--- src/rtl/chg_irq_pkg.sv ---
// Constants for the charger event flag and interrupt mask bank.
package chg_irq_pkg;
    localparam logic [7:0] STATUS_ADDR       = 8'h50;
    localparam logic [7:0] FIRST_EVENT_ADDR  = 8'h53;
    localparam logic [7:0] THIRD_FLAG_ADDR   = 8'h55;
    localparam logic [7:0] STATUS_MASK_ADDR  = 8'h60;
    localparam logic [7:0] FAULT_MASK_ADDR   = 8'h61;
    localparam logic [7:0] TEMP_MASK_ADDR    = 8'h62;
    localparam logic [7:0] EVENT1_MASK_ADDR  = 8'h63;
    localparam logic [7:0] EVENT2_MASK_ADDR  = 8'h64;
    localparam logic [7:0] EVENT3_MASK_ADDR  = 8'h65;

    localparam logic [7:0] THIRD_FLAG_RESET  = 8'h00;
    localparam logic [7:0] STATUS_MASK_RESET = 8'hF0;
    localparam logic [7:0] FAULT_MASK_RESET  = 8'hF0;
    localparam logic [7:0] TEMP_MASK_RESET   = 8'hFF;
    localparam logic [7:0] EVENT1_MASK_RESET = 8'hFF;
    localparam logic [7:0] EVENT2_MASK_RESET = 8'hFF;
    localparam logic [7:0] EVENT3_MASK_RESET = 8'hFF;
    localparam logic [7:0] UNMAPPED_READ     = 8'h00;

    // Bit positions in the third event flag and mask registers.
    localparam int BOOST_OVERLOAD_BIT   = 7;
    localparam int BOOST_MIDRAIL_BIT    = 6;
    localparam int BOOST_LOW_INPUT_BIT  = 5;
    localparam int THIRD_RSVD_HI        = 4;
    localparam int THIRD_RSVD_LO        = 2;
    localparam int PULSE_DONE_BIT       = 1;
    localparam int MEAS_DONE_BIT        = 0;

    // Status, fault and temperature sources sit in bits 7 to 4.
    localparam int SOURCE_HI            = 7;
    localparam int SOURCE_LO            = 4;

    // Change-detected mask bits and lowest source bit of the first event mask register.
    localparam int STATUS_CHANGE_BIT    = 2;
    localparam int FAULT_CHANGE_BIT     = 1;
    localparam int TEMP_CHANGE_BIT      = 0;
    localparam int EVENT1_SOURCE_LO     = 3;

    // The reserved bit 2 of the second event mask never gates a source.
    localparam logic [7:0] EVENT2_USED  = 8'hFB;
endpackage

--- src/rtl/charger_irq_flag_mask_bank.sv ---
// Third event flag register, six interrupt mask registers and the host interrupt.
//
// Operation
// Flag 0x55 bit7 boost overload, clear-on-read.
// Bit6 latches boost mid-rail overvoltage until read.
// Bit5 latches boost low input fault.
// Bit1 latches pulse signalling done event.
// Bit0 latches measurement done event.
// Mask bit 0 passes, 1 blocks.
// Status mask at 0x60, reset 0xF0.
// Fault mask at 0x61, reset 0xF0.
// Temperature mask at 0x62, reset 0xFF.
// First event mask at 0x63, reset 0xFF.
// Bits 2..0 gate status/fault/temperature changes.
// Second event mask at 0x64, reset 0xFF.
// Bits 1,0 gate measurement events; bit2 reserved.
// Third event mask at 0x65, reset 0xFF.
// Bits 1,0 gate pulse and measurement done.
// Any status bit change pulses status-change event.
// Status bit6 is 1 while voltage loop active.
// Interrupt while any unmasked flag stays pending.
// Host reads flags after interrupt, unmasks wanted.
`timescale 1ns/1ps
module charger_irq_flag_mask_bank (
    input  wire logic       clock,
    input  wire logic       rst_n,
    input  wire logic [7:0] reg_addr,
    input  wire logic       reg_wr,
    input  wire logic [7:0] reg_wdata,
    input  wire logic       reg_rd,
    output logic      [7:0] reg_rdata_r,
    input  wire logic       power_good,
    input  wire logic       input_voltage_regulation,
    input  wire logic       input_current_loop,
    input  wire logic       thermal_regulation_loop,
    input  wire logic       input_overvoltage,
    input  wire logic       battery_overvoltage,
    input  wire logic       system_overvoltage,
    input  wire logic       system_undervoltage,
    input  wire logic       battery_hot,
    input  wire logic       battery_warm,
    input  wire logic       battery_cool,
    input  wire logic       battery_cold,
    input  wire logic       boost_overload,
    input  wire logic       boost_midrail_voltage_high,
    input  wire logic       boost_low_input,
    input  wire logic       pulse_signalling_done,
    input  wire logic       measurement_done,
    input  wire logic [7:0] first_event_flags,
    input  wire logic [7:0] second_event_flags,
    output logic      [7:0] charger_status_register_r,
    output logic            status_change_r,
    output logic            fault_change_r,
    output logic            temperature_change_r,
    output logic            irq_n_r
);
    typedef struct packed {
        logic [7:0]  status_mask;
        logic [7:0]  fault_mask;
        logic [7:0]  temp_mask;
        logic [7:0]  event1_mask;
        logic [7:0]  event2_mask;
        logic [7:0]  event3_mask;
        logic [2:0]  third_rsvd;
        logic [11:0] level_s1;
        logic [11:0] level_s2;
        logic [11:0] level_prev;
        logic [4:0]  event_s1;
        logic [4:0]  event_s2;
        logic [4:0]  event_prev;
        logic [7:0]  rdata;
        logic [7:0]  charger_status;
        logic        status_change;
        logic        fault_change;
        logic        temp_change;
        logic        irq_n;
    } bank_state_t;

    localparam bank_state_t STATE_RESET = '{
        status_mask:    chg_irq_pkg::STATUS_MASK_RESET,
        fault_mask:     chg_irq_pkg::FAULT_MASK_RESET,
        temp_mask:      chg_irq_pkg::TEMP_MASK_RESET,
        event1_mask:    chg_irq_pkg::EVENT1_MASK_RESET,
        event2_mask:    chg_irq_pkg::EVENT2_MASK_RESET,
        event3_mask:    chg_irq_pkg::EVENT3_MASK_RESET,
        third_rsvd:     chg_irq_pkg::THIRD_FLAG_RESET[chg_irq_pkg::THIRD_RSVD_HI:
                                                      chg_irq_pkg::THIRD_RSVD_LO],
        level_s1:       12'h000,
        level_s2:       12'h000,
        level_prev:     12'h000,
        event_s1:       5'h00,
        event_s2:       5'h00,
        event_prev:     5'h00,
        rdata:          8'h00,
        charger_status: 8'h00,
        status_change:  1'b0,
        fault_change:   1'b0,
        temp_change:    1'b0,
        irq_n:          1'b1
    };

    logic [1:0]  rst_pipe_r;
    logic        rst_sync_n;
    bank_state_t state_r;
    bank_state_t state_nxt;

    logic [11:0] level_in;
    logic [4:0]  event_in;
    logic [11:0] level_diff;
    logic [4:0]  event_rise;
    logic [2:0]  change_hit_set;
    logic [2:0]  change_hits;
    logic [4:0]  third_flags;
    logic [7:0]  third_view;
    logic        third_read;
    logic        first_read;
    logic        access_wr;
    logic [4:0]  third_mask_bits;

    always_ff @(posedge clock or negedge rst_n)
    begin
        if (!rst_n)
        begin
            rst_pipe_r <= 2'h0;
        end
        else
        begin
            rst_pipe_r <= {rst_pipe_r[0], 1'b1};
        end
    end

    assign rst_sync_n = rst_pipe_r[1];

    // Level groups: status [11:8], fault [7:4], temperature [3:0].
    assign level_in = {power_good, input_voltage_regulation, input_current_loop,
                       thermal_regulation_loop, input_overvoltage, battery_overvoltage,
                       system_overvoltage, system_undervoltage, battery_hot,
                       battery_warm, battery_cool, battery_cold};
    assign event_in = {boost_overload, boost_midrail_voltage_high, boost_low_input,
                       pulse_signalling_done, measurement_done};

    // Only the second synchroniser stage feeds the detectors.
    assign level_diff = state_r.level_s2 ^ state_r.level_prev;
    assign event_rise = state_r.event_s2 & ~state_r.event_prev;

    // A change is kept for the interrupt only when its own source is unmasked.
    assign change_hit_set[2] = |(level_diff[11:8] & ~state_r.status_mask[7:4]);
    assign change_hit_set[1] = |(level_diff[7:4] & ~state_r.fault_mask[7:4]);
    assign change_hit_set[0] = |(level_diff[3:0] & ~state_r.temp_mask[7:4]);

    assign third_read = reg_rd && (reg_addr == chg_irq_pkg::THIRD_FLAG_ADDR);
    assign first_read = reg_rd && (reg_addr == chg_irq_pkg::FIRST_EVENT_ADDR);
    assign access_wr  = reg_wr && !reg_rd;

    // Events latch on the rising edge and clear when the host reads 0x55.
    sticky_flag_bank #(
        .WIDTH(5)
    ) third_event_bank (
        .clock    (clock),
        .rst_n    (rst_sync_n),
        .set_vec  (event_rise),
        .clear_all(third_read),
        .flags_r  (third_flags)
    );

    // Pending unmasked changes live until the first event register is read.
    sticky_flag_bank #(
        .WIDTH(3)
    ) change_hit_bank (
        .clock    (clock),
        .rst_n    (rst_sync_n),
        .set_vec  (change_hit_set),
        .clear_all(first_read),
        .flags_r  (change_hits)
    );

    always_comb
    begin
        third_view = 8'h00;
        third_view[chg_irq_pkg::BOOST_OVERLOAD_BIT]  = third_flags[4];
        third_view[chg_irq_pkg::BOOST_MIDRAIL_BIT]   = third_flags[3];
        third_view[chg_irq_pkg::BOOST_LOW_INPUT_BIT] = third_flags[2];
        third_view[chg_irq_pkg::THIRD_RSVD_HI:chg_irq_pkg::THIRD_RSVD_LO] = state_r.third_rsvd;
        third_view[chg_irq_pkg::PULSE_DONE_BIT]      = third_flags[1];
        third_view[chg_irq_pkg::MEAS_DONE_BIT]       = third_flags[0];
    end

    assign third_mask_bits = {state_r.event3_mask[chg_irq_pkg::BOOST_OVERLOAD_BIT],
                              state_r.event3_mask[chg_irq_pkg::BOOST_MIDRAIL_BIT],
                              state_r.event3_mask[chg_irq_pkg::BOOST_LOW_INPUT_BIT],
                              state_r.event3_mask[chg_irq_pkg::PULSE_DONE_BIT],
                              state_r.event3_mask[chg_irq_pkg::MEAS_DONE_BIT]};

    always_comb
    begin
        state_nxt = state_r;

        state_nxt.level_s1   = level_in;
        state_nxt.level_s2   = state_r.level_s1;
        state_nxt.level_prev = state_r.level_s2;
        state_nxt.event_s1   = event_in;
        state_nxt.event_s2   = state_r.event_s1;
        state_nxt.event_prev = state_r.event_s2;

        // Loop indications are shown as levels, reserved nibble zero.
        state_nxt.charger_status = {state_r.level_s2[11:8], 4'h0};

        // One-cycle change pulses towards the first event flag register.
        state_nxt.status_change = |level_diff[11:8];
        state_nxt.fault_change  = |level_diff[7:4];
        state_nxt.temp_change   = |level_diff[3:0];

        if (access_wr)
        begin
            case (reg_addr)
                chg_irq_pkg::THIRD_FLAG_ADDR:
                begin
                    // Flag bits ignore writes; only the reserved field stores.
                    state_nxt.third_rsvd =
                        reg_wdata[chg_irq_pkg::THIRD_RSVD_HI:chg_irq_pkg::THIRD_RSVD_LO];
                end
                chg_irq_pkg::STATUS_MASK_ADDR: state_nxt.status_mask = reg_wdata;
                chg_irq_pkg::FAULT_MASK_ADDR:  state_nxt.fault_mask  = reg_wdata;
                chg_irq_pkg::TEMP_MASK_ADDR:   state_nxt.temp_mask   = reg_wdata;
                chg_irq_pkg::EVENT1_MASK_ADDR: state_nxt.event1_mask = reg_wdata;
                chg_irq_pkg::EVENT2_MASK_ADDR: state_nxt.event2_mask = reg_wdata;
                chg_irq_pkg::EVENT3_MASK_ADDR: state_nxt.event3_mask = reg_wdata;
                default:
                begin
                    state_nxt.third_rsvd = state_r.third_rsvd;
                end
            endcase
        end

        if (reg_rd)
        begin
            case (reg_addr)
                chg_irq_pkg::STATUS_ADDR:      state_nxt.rdata = state_r.charger_status;
                chg_irq_pkg::THIRD_FLAG_ADDR:  state_nxt.rdata = third_view;
                chg_irq_pkg::STATUS_MASK_ADDR: state_nxt.rdata = state_r.status_mask;
                chg_irq_pkg::FAULT_MASK_ADDR:  state_nxt.rdata = state_r.fault_mask;
                chg_irq_pkg::TEMP_MASK_ADDR:   state_nxt.rdata = state_r.temp_mask;
                chg_irq_pkg::EVENT1_MASK_ADDR: state_nxt.rdata = state_r.event1_mask;
                chg_irq_pkg::EVENT2_MASK_ADDR: state_nxt.rdata = state_r.event2_mask;
                chg_irq_pkg::EVENT3_MASK_ADDR: state_nxt.rdata = state_r.event3_mask;
                default:                       state_nxt.rdata = chg_irq_pkg::UNMAPPED_READ;
            endcase
        end

        // Every source is gated the same way: a 0 mask bit lets it through.
        state_nxt.irq_n = !(
              (|(third_flags & ~third_mask_bits))
            | (|(first_event_flags[7:chg_irq_pkg::EVENT1_SOURCE_LO]
                 & ~state_r.event1_mask[7:chg_irq_pkg::EVENT1_SOURCE_LO]))
            | (|(change_hits & ~state_r.event1_mask[2:0]))
            | (|(second_event_flags & ~state_r.event2_mask
                 & chg_irq_pkg::EVENT2_USED)));
    end

    always_ff @(posedge clock or negedge rst_sync_n)
    begin
        if (!rst_sync_n)
        begin
            state_r <= STATE_RESET;
        end
        else
        begin
            state_r <= state_nxt;
        end
    end

    assign reg_rdata_r               = state_r.rdata;
    assign charger_status_register_r = state_r.charger_status;
    assign status_change_r           = state_r.status_change;
    assign fault_change_r            = state_r.fault_change;
    assign temperature_change_r      = state_r.temp_change;
    assign irq_n_r                   = state_r.irq_n;
endmodule

--- src/rtl/sticky_flag_bank.sv ---
// Bank of sticky flags where a set in the clearing cycle wins.
`timescale 1ns/1ps
module sticky_flag_bank #(
    parameter int WIDTH = 5
) (
    input  wire logic             clock,
    input  wire logic             rst_n,
    input  wire logic [WIDTH-1:0] set_vec,
    input  wire logic             clear_all,
    output logic      [WIDTH-1:0] flags_r
);
    typedef struct packed {
        logic [WIDTH-1:0] flags;
    } bank_state_t;

    bank_state_t state_r;
    bank_state_t state_nxt;

    always_comb
    begin
        state_nxt = state_r;
        if (clear_all)
        begin
            state_nxt.flags = '0;
        end
        // The set term comes last so an event in the read cycle survives.
        state_nxt.flags = state_nxt.flags | set_vec;
    end

    always_ff @(posedge clock or negedge rst_n)
    begin
        if (!rst_n)
        begin
            state_r <= '0;
        end
        else
        begin
            state_r <= state_nxt;
        end
    end

    assign flags_r = state_r.flags;
endmodule

--- config.mk ---
export PLATFORM = sky130hd
export DESIGN_NAME = charger_irq_flag_mask_bank
export DESIGN_NICKNAME = d
export VERILOG_FILES = /design/src/rtl/chg_irq_pkg.sv /design/src/rtl/charger_irq_flag_mask_bank.sv /design/src/rtl/sticky_flag_bank.sv
export SDC_FILE = /design/constraint.sdc
export NUM_CORES = 1
export LEC_CHECK = 0
export ABC_AREA = 1
export ABC_CLOCK_PERIOD_IN_PS = 4400
export BUFFER_PORTS_ARGS = -buffer_cell sky130_fd_sc_hd__buf_4
export CAP_MARGIN = 20
export CORE_MARGIN = 2
export CORE_UTILIZATION = 40
export DETAILED_ROUTE_END_ITERATION = 8
export SKIP_LAST_GASP = 1
export SYNTH_ARGS = -nofsm -noshare
export SYNTH_HDL_FRONTEND = slang
export SYNTH_HIERARCHICAL = 1
export SYNTH_SLANG_ARGS = --single-unit
--- constraint.sdc ---
create_clock -name clock -period 4.4 [get_ports clock]
set_input_delay 0.88 -clock clock [delete_from_list [all_inputs] [get_ports clock]]
set_output_delay 0.88 -clock clock [all_outputs]
set_load 0.05 [all_outputs]
==> flow_summary.yaml, run 1 <==
worst_setup_path:
  slowest_delay_ns: 0.66
  crit_required_ns: 4.65
  path_max_fanout: 52
  path_delay_family: "simple AND/OR/NAND/NOR gates"
  cp.arrival_ns: 2.71
  crit_top_cell: "inv_2"
  slowest_stage: "nor4_4"
  setup.worst_path.end_class: "flop"
  critical_path_buf_inv_count: 3
  crit_chain: "buf_4 > inv_2 > nand2_2 > nor2_8 > inv_2 > nor4_4 > o21ai_0"
  startpoint_type: "input pin"
  critPathKind: "input pin to flop"
clock_tree:
  clock_latency_ns: 0.41
  cts_tree: "yes"
  clock_tree.buffer_depth: 2
  cts_setup_buffers: 0
  cts.sinks: 124
  cts-root-buf: "clkbuf_16"
  htreeDepth: 4
  cts_resized: 0
  numCtsBuffers: 17
  hold_buffers: 0
  cts.clk_slew.worst_paths_ns: 0.05
timing:
  setup_viol: 0
  hold_viol: 0
  fmax_mhz: 407.3
  slew_headroom: 0.3749
  worst_pin_slew_ns: 0.9377
  finalMaxSlewViolations: 0
  rsz0062_at_grt: "no"
  tns_ns: 0
  worst_slack_ns: 1.945
  finClkSkew_ns: 0.005574
  timing.final.crit_share: 0.5580
  post-route-min-period_ns: 2.455
grt:
  grt_antenna_before_repair: 0
  track_usage: 0.1797
  grt_pass1_wl_mm: 19.94
  grt_overflow: 0
  grt_max_degree: 75
  grt_pass1_vias: 4041
run_status:
  status: "finished, final reports clean"
drt:
  wl_met3_um: 562
  first_iter_violations: 251
  vias: 3902
  wire_per_inst_um: 14.43
  met2WireLength_mm: 5.697
  m1WireLength_mm: 5.283
  drc_errors: 0
  viasPerCell: 4.788
  antenna_left: 0
  drt_first_pass_iters: 5
  routed_wirelength_mm: 11.76
  routed.top_layer: "met4"
layout:
  num_antenna_cells: 0
  area_growth_pct: 20.45
  drive_gt1_frac: 0.2613
  nNetsFinal: 679
  fill_cells: 1256
placement:
  place_ws_ns: 1.531
  hpwl_mm: 8.214
  portBuffers: 64
  finalWeightedCongestion: 0.9105
synth:
  avgSynthCellArea_um2: 9.363
  yosys_warnings: 6
  ys_async_sr_fraction: 1.000
  synth.most_common_cell: "nand2_1"
  synth-edff-count: 0
  ys.flop_type: "dfrtp_1"
  netlist_top_cells_count: "nand2_1, dfrtp_1, inv_1, nand3_1, dfstp_2"
  synth.top_cell.area_share: 0.3885
  synth_area_leaders: "dfrtp_1, dfstp_2, nand2_1"
  syn-instance-count: 571
  syn-cell-area_um2: 5346
  synth_cell_types: 28
  synth_top_area_cell: "dfrtp_1"
  ys_ff_latch: 124
  yosysSeqAreaShare: 0.5900
die:
  dieHeight_um: 119.6
  io_pins: 73
  dieWidth_um: 119.6
  rows: 42
  core_area_um2: 13140
  die_area_um2: 14310
  initial_utilization: 0.4070
power:
  peakVddDrop_mv: 0.2720
  power_per_cell_area_nw_per_um2: 437.1
  leakage_uw: 0.003174
min_path:
  hp-class: "input pin to asynchronous set/reset pin"
job:
  maxCapViolations: 0
power breakdown:
part	internal (uW)	leakage [uW]	switching [uW]
registers	1200	0.00137	39.1
logic	62.4	0.00151	100
clock network	918	0.000293	496
through the flow:
stage	cells	hold WS [ns]	power [uW]	area (um^2)	util
floorplan	574	0.3312	1351	5358	-
global placement	783	0.3323	1417	5837	0.4443
detailed placement	783	0.3347	1421	5837	0.4443
CTS	815	0.2343	2844	6440	0.4902
global route	815	0.2368	2922	6440	0.4902
finish	815	0.2485	2815	6440	0.4902
per-layer routing:
metal,GRT usage,vias up
met2,0.2900,122
met5,0,-
met3,0.04563,19
li1,-,1889
met4,0.06912,0
met1,0.2338,1872
cells in the final DEF, fill, tap and decap left out, drive strengths merged, types with 3 or more instances in the layout:
| cell type | instances |
|---|---|
| buf | 65 |
| bufinv | 3 |
| clkbuf | 21 |
| clkinv | 6 |
| conb | 5 |
| dfrtp | 83 |
| dfstp | 41 |
| inv | 79 |
| nand2 | 141 |
| nand3 | 61 |
| nand4 | 3 |
| nor2 | 39 |
| nor4 | 3 |
| o2111ai | 3 |
| o21ai | 52 |
| o22ai | 8 |
| or2 | 9 |
| xnor2 | 12 |
sequential cells by signal (all words and copies together), names as in the netlist, 2 cells and up:
register                  flops
reg_rdata_r                   8
rst_pipe_r                    2
change_hit_bank/flags_r       3
third_event_bank/flags_r      5
state_r                      67
state_nxt                    34
logic make-up (layout without fill, tap and decap cells):
group	count (synthesis)	in the layout	share of synthesized area
AO/OA/AOI/OAI	65	65	0.06483
buffers and inverters	111	176	0.09899
other	2	5	0.001405
XOR/XNOR	12	12	0.01966
AND/OR/NAND/NOR	257	257	0.2251
flip-flops	124	124	0.5900
final timing paths:
check / end / from / slack, ns / cells after the start
worst max register to register: state_nxt[50]$_DFF_PN0_ / rst_pipe_r[1]$_DFF_PN0_ / 2.78 / 1
worst min register to register: state_nxt[38]$_DFF_PN0_ / state_nxt[50]$_DFF_PN0_ / 0.34 / 0
worst min-delay path: rst_pipe_r[1]$_DFF_PN0_ / rst_n / 0.25 / 1
max in group asynchronous: state_nxt[50]$_DFF_PN0_ / rst_pipe_r[1]$_DFF_PN0_ / 2.78 / 1
worst max-delay path: state_r[109]$_DFFE_PN0P_ / reg_addr[7] / 1.94 / 7
min in group clock: state_nxt[38]$_DFF_PN0_ / state_nxt[50]$_DFF_PN0_ / 0.34 / 0
final cells by class:
cell class	count	area (um^2)	share of cell area
flip-flops and latches	124	3158	0.4904
repair buffers	65	488.0	0.07577
clock inverters	11	142.6	0.02215
multi-input cells	339	1674	0.2600
clock buffers	21	460.4	0.07150
inverters	79	296.5	0.04605
well taps	176	220.2	0.03419
Note: power is estimated with default switching activity, not from simulation.
==> inputs of run 2 (changes only) <==
--- a/config.mk
+++ b/config.mk
@@ -6,7 +6,7 @@
 export NUM_CORES = 1
 export LEC_CHECK = 0
 export ABC_AREA = 1
-export ABC_CLOCK_PERIOD_IN_PS = 4400
+export ABC_CLOCK_PERIOD_IN_PS = 2500
 export BUFFER_PORTS_ARGS = -buffer_cell sky130_fd_sc_hd__buf_4
 export CAP_MARGIN = 20
 export CORE_MARGIN = 2
==> constraint.sdc (replaced) <==
create_clock -name clock -period 2.5 [get_ports clock]
set_input_delay 0.5 -clock clock [delete_from_list [all_inputs] [get_ports clock]]
set_output_delay 0.5 -clock clock [all_outputs]
set_load 0.05 [all_outputs]
==> flow_summary.yaml, run 2 (same netlist as run 1, synthesis figures left out) <==
run_status:
  status: "finished, final reports clean"
grt:
  grt_max_degree: 64
  track_usage: 0.1845
  grt_pass1_wl_mm: 20.13
  grt_overflow: 0
  grt_antenna_before_repair: 0
  grt_pass1_vias: 3949
timing:
  worst_pin_slew_ns: 0.6293
  finClkSkew_ns: 0.007602
  timing.final.crit_share: 0.6442
  setup_viol: 0
  slew_headroom: 0.5789
  hold_viol: 0
  finalMaxSlewViolations: 0
  tns_ns: 0
  fmax_mhz: 621.0
  worst_slack_ns: 0.8896
  rsz0062_at_grt: "no"
  post-route-min-period_ns: 1.610
drt:
  routed_wirelength_mm: 12.09
  vias: 3900
  viasPerCell: 4.727
  antenna_left: 0
  drt_first_pass_iters: 5
  wire_per_inst_um: 14.65
  drc_errors: 0
  first_iter_violations: 192
layout:
  final_cell_mix: "nand2_1, dfrtp_1, inv_1, buf_4, nand3_1"
  largest_register_ff_count: 67
  layout_commonest_cell: "nand2_1"
  final_cells: 825
  num_antenna_cells: 0
  regMostFlops: "state_r"
  finalInstanceArea_um2: 6487
  drive_gt1_frac: 0.2681
  nNetsFinal: 689
  area_growth_pct: 21.34
  final_util: 0.4938
worst_setup_path:
  crit_required_ns: 2.00
  setup.worst_path.end_class: "output pin"
  critical_path_buf_inv_count: 1
  slowest_delay_ns: 0.52
  critPathKind: "flop to output pin"
  path_max_fanout: 1
  cp.arrival_ns: 1.11
  path_delay_family: "flip-flops"
  slowest_stage: "dfstp_2"
  startpoint_type: "flop"
  crit_chain: "buf_4"
placement:
  place_ws_ns: 0.4701
  hpwl_mm: 8.522
  placedCellCount: 792
  finalWeightedCongestion: 0.9085
  placed_cell_area_um2: 5917
  portBuffers: 64
die:
  dieWidth_um: 119.6
  die_area_um2: 14310
  rows: 42
  core_area_um2: 13140
  initial_utilization: 0.4070
  io_pins: 73
  dieHeight_um: 119.6
power:
  peakVddDrop_mv: 0.4034
  leakage_uw: 0.003211
  power_per_cell_area_nw_per_um2: 735.5
  pwr-share-clk: 0.481
  comb_power_share: 0.064
  internal_power_uw: 3692
  p_sw_uw: 1079
  p_sw_frac: 0.2262
  pwr-share-seq: 0.455
clock_tree:
  cts-root-buf: "clkbuf_16"
  clock_tree.buffer_depth: 2
  clock_latency_ns: 0.41
  cts.sinks: 124
  htreeDepth: 4
  cts_tree: "yes"
  cts.clk_slew.worst_paths_ns: 0.06
  numCtsBuffers: 17
  cts_setup_buffers: 0
job:
  maxCapViolations: 0
min_path:
  hp-class: "input pin to flop"
run 2: through the flow:
step,total power (uW),hold WS [ns]
2_1_floorplan,2379,0.2044
3_3_place_gp,2501,0.2827
3_5_place_dp,2511,0.2846
4_1_cts,4817,0.1788
5_1_grt,4961,0.1747
6_report,4772,0.1950
run 2: worst paths after layout:
kind                            cells past startpoint                                     end  slack, ns                                   start
min in group asynchronous                           0  charger_status_register_r[7]$_DFF_PN0_       0.32                 rst_pipe_r[1]$_DFF_PN0_
worst min-delay path                                1                 state_nxt[51]$_DFF_PN0_       0.19                     system_undervoltage
worst max register to register                      5    change_hit_bank/flags_r[2]$_DFF_PN0_       1.34  charger_status_register_r[7]$_DFF_PN0_
worst min register to register                      0  charger_status_register_r[7]$_DFF_PN0_       0.32                 rst_pipe_r[1]$_DFF_PN0_
max in group asynchronous                           1                state_r[105]$_DFFE_PN1P_       1.41                 rst_pipe_r[1]$_DFF_PN0_
worst max-delay path                                1                                 irq_n_r       0.89                       irq_n_r$_DFF_PN1_
run 2: layer usage:
layer,GRT usage,wire (um)
met1,0.2440,5378
met2,0.2929,5924
met3,0.04895,646
met4,0.06838,135
met5,0,0
run 2: power groups by stage:
stage          sequential (uW)  clock, uW  combinational (uW)
2_1_floorplan             2210          0                 169
3_3_place_gp              2200          0                 300
3_5_place_dp              2210          0                 305
4_1_cts                   2170       2340                 308
5_1_grt                   2180       2440                 338
6_report                  2170       2300                 303
run 2: area by class of cell:
cell class / count / area, um^2
Tap cell: 176 / 220.2
Clock inverter: 7 / 65.06
Timing Repair Buffer: 75 / 578.1
Fill cell: 1237 / 6650
Sequential cell: 124 / 3158
Inverter: 79 / 296.5
Clock buffer: 25 / 495.5
Multi-Input combinational cell: 339 / 1674
run 2: timing repair:
item,CTS,global route
hold endpoints to repair,2,0
gates resized for setup,0,0
hold buffers,1,0
